==> src/tpd_pkg.sv <==
// Package of constants for the keep-alive PWM drive gate.
// Assumes a single 125 MHz system clock shared by all users of these names.
package tpd_pkg;

  // ************************************************************
  // Clock and timing.
  // ************************************************************
  localparam int unsigned CLK_MHZ        = 125;
  localparam int unsigned WINDOW_US      = 200;
  localparam int unsigned WINDOW_CYCLES  = WINDOW_US * CLK_MHZ;
  localparam int unsigned MAX_CMD_KHZ    = 160;
  localparam int unsigned MIN_CMD_PERIOD = (CLK_MHZ * 1000) / MAX_CMD_KHZ;

  // ************************************************************
  // Keep-alive defaults, in microseconds and in system clock cycles.
  // ************************************************************
  localparam int unsigned TICKLE_THRESH_US = 1;
  localparam int unsigned TICKLE_THRESH_CYCLES = TICKLE_THRESH_US * CLK_MHZ;
  localparam int unsigned TICKLE_LEN_CYCLES    = TICKLE_THRESH_CYCLES;

  // ************************************************************
  // Widths and reset values.
  // ************************************************************
  localparam int unsigned CNT_W     = 16;
  localparam logic        DRIVE_RST = 1'b0;

  typedef enum logic [1:0] {
    ST_IDLE,
    ST_TICKLE
  } tpd_state_type;

endpackage : tpd_pkg

==> src/tpd_on_meter.sv <==
// On-time meter: counts cycles with driveOn high inside one window.
// Assumes the window pulse and command are synchronous to ref_clk.
`timescale 1ns/1ps
module tpd_on_meter #(
  parameter int unsigned CNT_W = tpd_pkg::CNT_W
) (
  input  wire logic             ref_clk,
  input  wire logic             arst_n,
  input  wire logic             windowEnd,
  input  wire logic             driveOn,
  output logic      [CNT_W-1:0] onTime_q
);

  // ************************************************************
  // Saturating counter, restarted at each window boundary.
  // ************************************************************
  logic [CNT_W-1:0] acc_q;

  always_ff @(posedge ref_clk or negedge arst_n) begin
    if (!arst_n) begin
      acc_q <= '0;
    end else if (windowEnd) begin
      acc_q <= {{(CNT_W-1){1'b0}}, driveOn};
    end else if (driveOn && (acc_q != {CNT_W{1'b1}})) begin
      acc_q <= acc_q + 1'b1;
    end
  end

  // Total of the window that just closed, held for the next window.
  always_ff @(posedge ref_clk or negedge arst_n) begin
    if (!arst_n) begin
      onTime_q <= '0;
    end else if (windowEnd) begin
      onTime_q <= acc_q + {{(CNT_W-1){1'b0}}, driveOn};
    end
  end

endmodule : tpd_on_meter

==> src/tpd_drive_gate.sv <==
// Drive gate: RF enable follows the PWM command, with keep-alive pulses.
// Assumes the command input is already synchronous to ref_clk.
`timescale 1ns/1ps
// How it works
// - Measure drive on-time (command or keep-alive) in every 200 us window.
// - Enough on-time in a window means no keep-alive pulse follows.
// - Too little or no on-time inserts one keep-alive pulse.
// - RF enable follows the command, high while it is high.
// - Commands from DC up to 160 kHz are followed cycle by cycle.
// - A constantly high command keeps drive on continuously.
module tpd_drive_gate #(
  parameter int unsigned WINDOW_CYCLES = tpd_pkg::WINDOW_CYCLES,
  parameter int unsigned THRESH_CYCLES = tpd_pkg::TICKLE_THRESH_CYCLES,
  parameter int unsigned TICKLE_CYCLES = tpd_pkg::TICKLE_LEN_CYCLES,
  parameter int unsigned CNT_W         = tpd_pkg::CNT_W
) (
  input  wire logic ref_clk,
  input  wire logic arst_n,
  input  wire logic pwmCmd,
  output logic      rfEnable_q,
  output logic      tickleActive_q,
  output logic      windowEnd_q
);

  localparam logic [CNT_W-1:0] WIN_LAST = CNT_W'(WINDOW_CYCLES - 1);
  localparam logic [CNT_W-1:0] THRESH   = CNT_W'(THRESH_CYCLES);
  localparam logic [CNT_W-1:0] TCK_LAST = CNT_W'(TICKLE_CYCLES - 1);

  // ************************************************************
  // Window timer.
  // ************************************************************
  logic [CNT_W-1:0] winCnt_q;
  logic             winEnd;

  assign winEnd = (winCnt_q == WIN_LAST);

  always_ff @(posedge ref_clk or negedge arst_n) begin
    if (!arst_n) begin
      winCnt_q <= '0;
    end else if (winEnd) begin
      winCnt_q <= '0;
    end else begin
      winCnt_q <= winCnt_q + 1'b1;
    end
  end

  always_ff @(posedge ref_clk or negedge arst_n) begin
    if (!arst_n) begin
      windowEnd_q <= 1'b0;
    end else begin
      windowEnd_q <= winEnd;
    end
  end

  // ************************************************************
  // On-time measurement.
  // ************************************************************
  logic [CNT_W-1:0] onTime;
  logic             driveOn;

  // Keep-alive pulses count as drive, but a default-length pulse alone only equals the threshold and does not exceed it.
  assign driveOn = pwmCmd || tickleActive_q;

  tpd_on_meter #(
    .CNT_W     (CNT_W)
  ) u_meter (
    .ref_clk   (ref_clk),
    .arst_n    (arst_n),
    .windowEnd (winEnd),
    .driveOn   (driveOn),
    .onTime_q  (onTime)
  );

  // ************************************************************
  // Keep-alive pulse generator.
  // ************************************************************
  tpd_pkg::tpd_state_type state_q;
  logic [CNT_W-1:0]       tckCnt_q;
  logic                   shortWin_q;

  // Decision is taken one cycle after the window closes.
  always_ff @(posedge ref_clk or negedge arst_n) begin
    if (!arst_n) begin
      shortWin_q <= 1'b0;
    end else begin
      shortWin_q <= windowEnd_q && !(onTime > THRESH);
    end
  end

  always_ff @(posedge ref_clk or negedge arst_n) begin
    if (!arst_n) begin
      state_q  <= tpd_pkg::ST_IDLE;
      tckCnt_q <= '0;
    end else begin
      case (state_q)
        tpd_pkg::ST_IDLE: begin
          if (shortWin_q) begin
            state_q  <= tpd_pkg::ST_TICKLE;
            tckCnt_q <= '0;
          end
        end
        tpd_pkg::ST_TICKLE: begin
          if (tckCnt_q == TCK_LAST) begin
            state_q <= tpd_pkg::ST_IDLE;
          end else begin
            tckCnt_q <= tckCnt_q + 1'b1;
          end
        end
        default: begin
          state_q <= tpd_pkg::ST_IDLE;
        end
      endcase
    end
  end

  always_ff @(posedge ref_clk or negedge arst_n) begin
    if (!arst_n) begin
      tickleActive_q <= 1'b0;
    end else begin
      tickleActive_q <= (state_q == tpd_pkg::ST_IDLE) ? shortWin_q
                      : (tckCnt_q != TCK_LAST);
    end
  end

  // ************************************************************
  // RF enable.
  // ************************************************************
  // The command passes through one flop only, so any rate up to half the
  // clock's is followed, far beyond the 160 kHz ceiling.
  always_ff @(posedge ref_clk or negedge arst_n) begin
    if (!arst_n) begin
      rfEnable_q <= tpd_pkg::DRIVE_RST;
    end else begin
      rfEnable_q <= pwmCmd || tickleActive_q;
    end
  end

endmodule : tpd_drive_gate

==> config.mk <==
export PLATFORM = sky130hd
export DESIGN_NAME = tpd_drive_gate
export DESIGN_NICKNAME = d
export VERILOG_FILES = /design/src/tpd_pkg.sv /design/src/tpd_on_meter.sv /design/src/tpd_drive_gate.sv
export SDC_FILE = /design/constraint.sdc
export NUM_CORES = 1
export LEC_CHECK = 0
export BUFFER_PORTS_ARGS = -buffer_cell sky130_fd_sc_hd__buf_4
export CAP_MARGIN = 20
export CORE_MARGIN = 2
export CORE_UTILIZATION = 50
export DETAILED_ROUTE_END_ITERATION = 12
export PLACE_DENSITY = 0.64
export SKIP_CTS_REPAIR_TIMING = 1
export SLEW_MARGIN = 20
export SYNTH_ARGS = -nofsm -noshare
export SYNTH_HDL_FRONTEND = slang
export SYNTH_SLANG_ARGS = --single-unit
==> constraint.sdc <==
create_clock -name ref_clk -period 3.6 [get_ports ref_clk]
set_input_delay 0.36 -clock ref_clk [delete_from_list [all_inputs] [get_ports ref_clk]]
set_output_delay 0.36 -clock ref_clk [all_outputs]
set_load 0.05 [all_outputs]
==> reports/results.md <==
| Group | Item | Reported |
|---|---|---|
| floorplanning | Top-Level Pins | 6 |
| worst setup path | Slack of the worst reg-to-reg path | 1.23 ns |
| clock network | Count of H-tree levels built during CTS | 3 |
| routing | Overall routed net length | 6.918 mm |
| power | Peak supply drop | 0.2577 mV |
| worst setup path | Source of the critical timing path | tickleActive_q |
| floorplanning | Starting Density | 0.5194 |
| sta | Count of final max-slew check failures | 0 |
| floorplanning | DIE WIDTH | 88.24 µm |
| synthesis | Cell types occupying the most area after synthesis | sky130_fd_sc_hd__dfrtp_1 48%, sky130_fd_sc_hd__xnor2_1 4.4%, sky130_fd_sc_hd__nand2_1 4.3% |
| job | Maxcap violations | 0 |
| final layout | Layout net count | 379 |
| power | Clock group share of total power | 0.377 |
| worst setup path | Worst R2R Start | tickleActive_q |
| routing | DRT Pass-1 Iters | 4 |
| worst setup path | Kind of end point of the critical path | register |
| power | Pwr per Cell Area | 439.3 nW/µm² |
| power | Combinational group share of total power | 0.098 |
| clock network | Number of clock buffers inserted by TritonCTS | 9 |
| power | Total Power | 1.682 mW |
| placed design | Hpwl dp | 4.777 mm |
| outcome | Result of the run | finished, final reports clean |
| final layout | Layout cells sized above 1 | 0.09333 |
| clock network | Clock-pin transition on the worst setup and hold timing paths | 0.08 ns |
| floorplanning | Floorplan die height | 88.24 µm |
| placed design | DP Worst Slack | 1.257 ns |
| grt | First-pass GRT wire length | 12.12 mm |
| placed design | PortBufs | 5 |
| sta | Total count of hold-check failures in the final report | 0 |
| routing | Total via count in the routed design | 2699 |
| synthesis | Count of cell types in the netlist | 49 |
| sta | Final TNS setup | 0 ns |
| worst setup path | Critical Path Fanout Max | 8 |
| clock network | Clock insertion delay at the later pin of the skew report | 0.34 ns |
| grt | GRT Resource Usage Total | 0.2008 |
| worst setup path | Critical Setup Path Class | reg -> reg |
| placed design | Weighted congestion reported at the end of routability-driven placement | 0.8554 |
| grt | Number of global-route vias before repair | 2541 |
| worst setup path | WP data required | 3.82 ns |
| synthesis | Post-Syn Area per Cell | 9.513 µm² |
| power | Net load switching power | 474.9 µW |
| sta | Actual transition at the worst max-transition pin | 0.8346 ns |
| synthesis | Post-synthesis net count | 382 |
| power | Leakage power total | 1.553 nW |
| synthesis | Fraction of synthesis flops using an asynchronous set or reset pin | 1.000 |
| clock network | CTS max path bufs | 2 |
| final layout | Fin area | 3829 µm² |
| clock network | Buffer cell driving the clock tree root | sky130_fd_sc_hd__clkbuf_8 |
| sta | Final Setup Violations | 0 |
| worst setup path | Worst Path Arrival | 2.59 ns |
| sta | Setup clock skew after layout | 0.006444 ns |
| grt | Largest net degree at the start of global routing | 69 |
| final layout | Filler cell count | 634 |
| sta | Final critical-path share of the clock period | 0.6576 |
| sta | Final setup slack of the worst path | 1.232 ns |
| synthesis | Number of flops mapped to enable cells by yosys | 0 |
| hold path | Type of the worst min-delay path | in -> async |
| sta | Setup repair after global routing missed its margin | no |
| floorplanning | Total core area | 6832 µm² |
| power | Share of total power in sequential cells | 0.525 |
| power | Internal power component | 1.207 mW |
| floorplanning | Area of the die | 7786 µm² |
| final layout | Share of the core filled with cells in the final layout | 0.5604 |
| sta | Period minus WS final | 2.368 ns |
| power | Switching power as a share of total power | 0.2824 |
| synthesis | Yosys top cell area share | 0.4795 |
| synthesis | Top FF cell, synth | sky130_fd_sc_hd__dfrtp_1 |
| routing | Routed wire length per instance | 14.69 µm |
| synthesis | Largest area contributor in the netlist | sky130_fd_sc_hd__dfrtp_1 |
| synthesis | Synthesized instance count | 373 |
| synthesis | Seq/Total Area, Yosys | 0.4795 |
| final layout | Inserted Diodes | 0 |
| synthesis | Count of synthesis-stage warnings from yosys | 0 |
| placed design | Placed standard-cell area | 3627 µm² |
| synthesis | Total standard cell area after synthesis | 3548 µm² |
| routing | Post-DR vias/cell | 5.730 |
| routing | Routed Antenna Nets | 0 |
| floorplanning | Standard-cell rows | 30 |
| routing | DRC violations left | 0 |
| synthesis | Post-synthesis sequential element count | 68 |
| worst setup path | Critical Path Start Type | register |
| sta | Highest attainable clock frequency | 0.4224 GHz |
| routing | Iteration-0 DRC Markers | 204 |
| sta | Relative slew slack | 0.4436 |
| grt | Number of antenna violations at the first check in global routing | 0 |
| clock network | TritonCTS clock tree | built |
| grt | Global route overflow | 0 |
| clock network | Clock Sink Count | 68 |
| final layout | Layout overhead on the synthesized area | 7.898% |
-- registers in the layout, summed over array words and instances (netlist names) --
register          count
winCnt_q             16
tckCnt_q             16
u_meter.onTime_q     15
shortWin_q            1
rfEnable_q            1
state_q               1
tickleActive_q        1
windowEnd_q           1
u_meter.acc_q        16
-- placed cells by master (no fill, tap or decap), types with 8 or more instances in the layout --
master,netlist,layout
sky130_fd_sc_hd__a21oi_1,14,14
sky130_fd_sc_hd__clkbuf_8,0,10
sky130_fd_sc_hd__dfrtp_1,68,68
sky130_fd_sc_hd__inv_1,10,10
sky130_fd_sc_hd__mux2i_1,13,13
sky130_fd_sc_hd__nand2_1,41,41
sky130_fd_sc_hd__nand3_1,18,18
sky130_fd_sc_hd__nand4_1,16,16
sky130_fd_sc_hd__nor2_1,33,33
sky130_fd_sc_hd__nor3_1,13,13
sky130_fd_sc_hd__nor4_1,10,10
sky130_fd_sc_hd__o21ai_0,16,16
sky130_fd_sc_hd__or3_1,8,8
sky130_fd_sc_hd__xnor2_1,18,18
-- Yosys cell counts, drive strengths merged (4+ instances only) --
cell type and count:
nand4 16, nor3 13, inv 10, xnor2 18, dfrtp 68, o21ai 16
ha 6, mux2i 13, or3 9, and4 4, a21oi 14, nand2 41
clkbuf 10, nand3 19, buf 11, nor4 11, xor2 7, and3 4
nor2 33, o31ai 5, or4 7, a31oi 7
-- cell type report --
cell class	count	area, µm²	area share
Clock buffer	10	137.6	0.03595
Clock inverter	6	63.81	0.01667
Inverter	11	41.29	0.01078
Multi-Input combinational cell	273	1712	0.4471
Sequential cell	68	1702	0.4444
Tap cell	96	120.1	0.03137
Timing Repair Buffer	7	52.55	0.01373
-- critical path, cell delays in order (launching register included) --
cell and delay [ns]:
sky130_fd_sc_hd__dfrtp_1 0.40, sky130_fd_sc_hd__nor2_1 0.12, sky130_fd_sc_hd__inv_1 0.12, sky130_fd_sc_hd__ha_1 0.21, sky130_fd_sc_hd__nand4_1 0.31, sky130_fd_sc_hd__or4_2 0.70, sky130_fd_sc_hd__a221oi_1 0.32, sky130_fd_sc_hd__nor2_1 0.06
-- worst paths after layout --
path / depth (start not counted) / endpoint
min in group ref_clk: 3 / rfEnable_q
min reg2reg: 2 / u_meter.onTime_q[1]
max: 7 / u_meter.onTime_q[15]
min: 1 / tickleActive_q
max reg2reg: 7 / u_meter.onTime_q[15]
max in group asynchronous: 1 / tckCnt_q[4]
-- metal layers --
| layer | part of all wire | wire (µm) | up-vias | GRT usage |
|---|---|---|---|---|
| met1 | 0.48 | 3337 | 1291 | 0.2840 |
| met2 | 0.46 | 3200 | 52 | 0.3090 |
| met3 | 0.038 | 261 | 13 | 0.03451 |
| li1 | - | - | 1343 | - |
| met5 | 0 | 0 | - | 0 |
| met4 | 0.017 | 119 | 0 | 0.07989 |
-- through the flow --
stage,std cells,hold slack (ns)
after CTS,471,0.1482
after floorplan,373,0.06441
after global routing,471,0.1851
final,471,0.1191
after detailed placement,455,0.4611
after global placement,455,0.4632
-- power groups by stage --
stage,combinational (mW),sequential (mW),clock (mW)
after floorplan,0.174,0.838,0
after global placement,0.164,0.893,0
after detailed placement,0.166,0.893,0
after CTS,0.167,0.880,0.650
after global routing,0.190,0.891,0.689
final,0.165,0.882,0.635
-- cell families (layout without fill, tap and decap cells) --
| family | count (synthesis) | in the layout | synth area share |
|---|---|---|---|
| AND/OR/NAND/NOR | 173 | 173 | 0.2631 |
| flip-flops | 68 | 68 | 0.4795 |
| AO/OA/AOI/OAI | 56 | 56 | 0.09980 |
| buffers and inverters | 32 | 34 | 0.03808 |
| XOR/XNOR | 25 | 25 | 0.06171 |
| multiplexers | 13 | 13 | 0.03667 |
| adder cells (fa/ha/maj) | 6 | 6 | 0.02116 |
No activity file was read; power rests on OpenSTA's default activity.
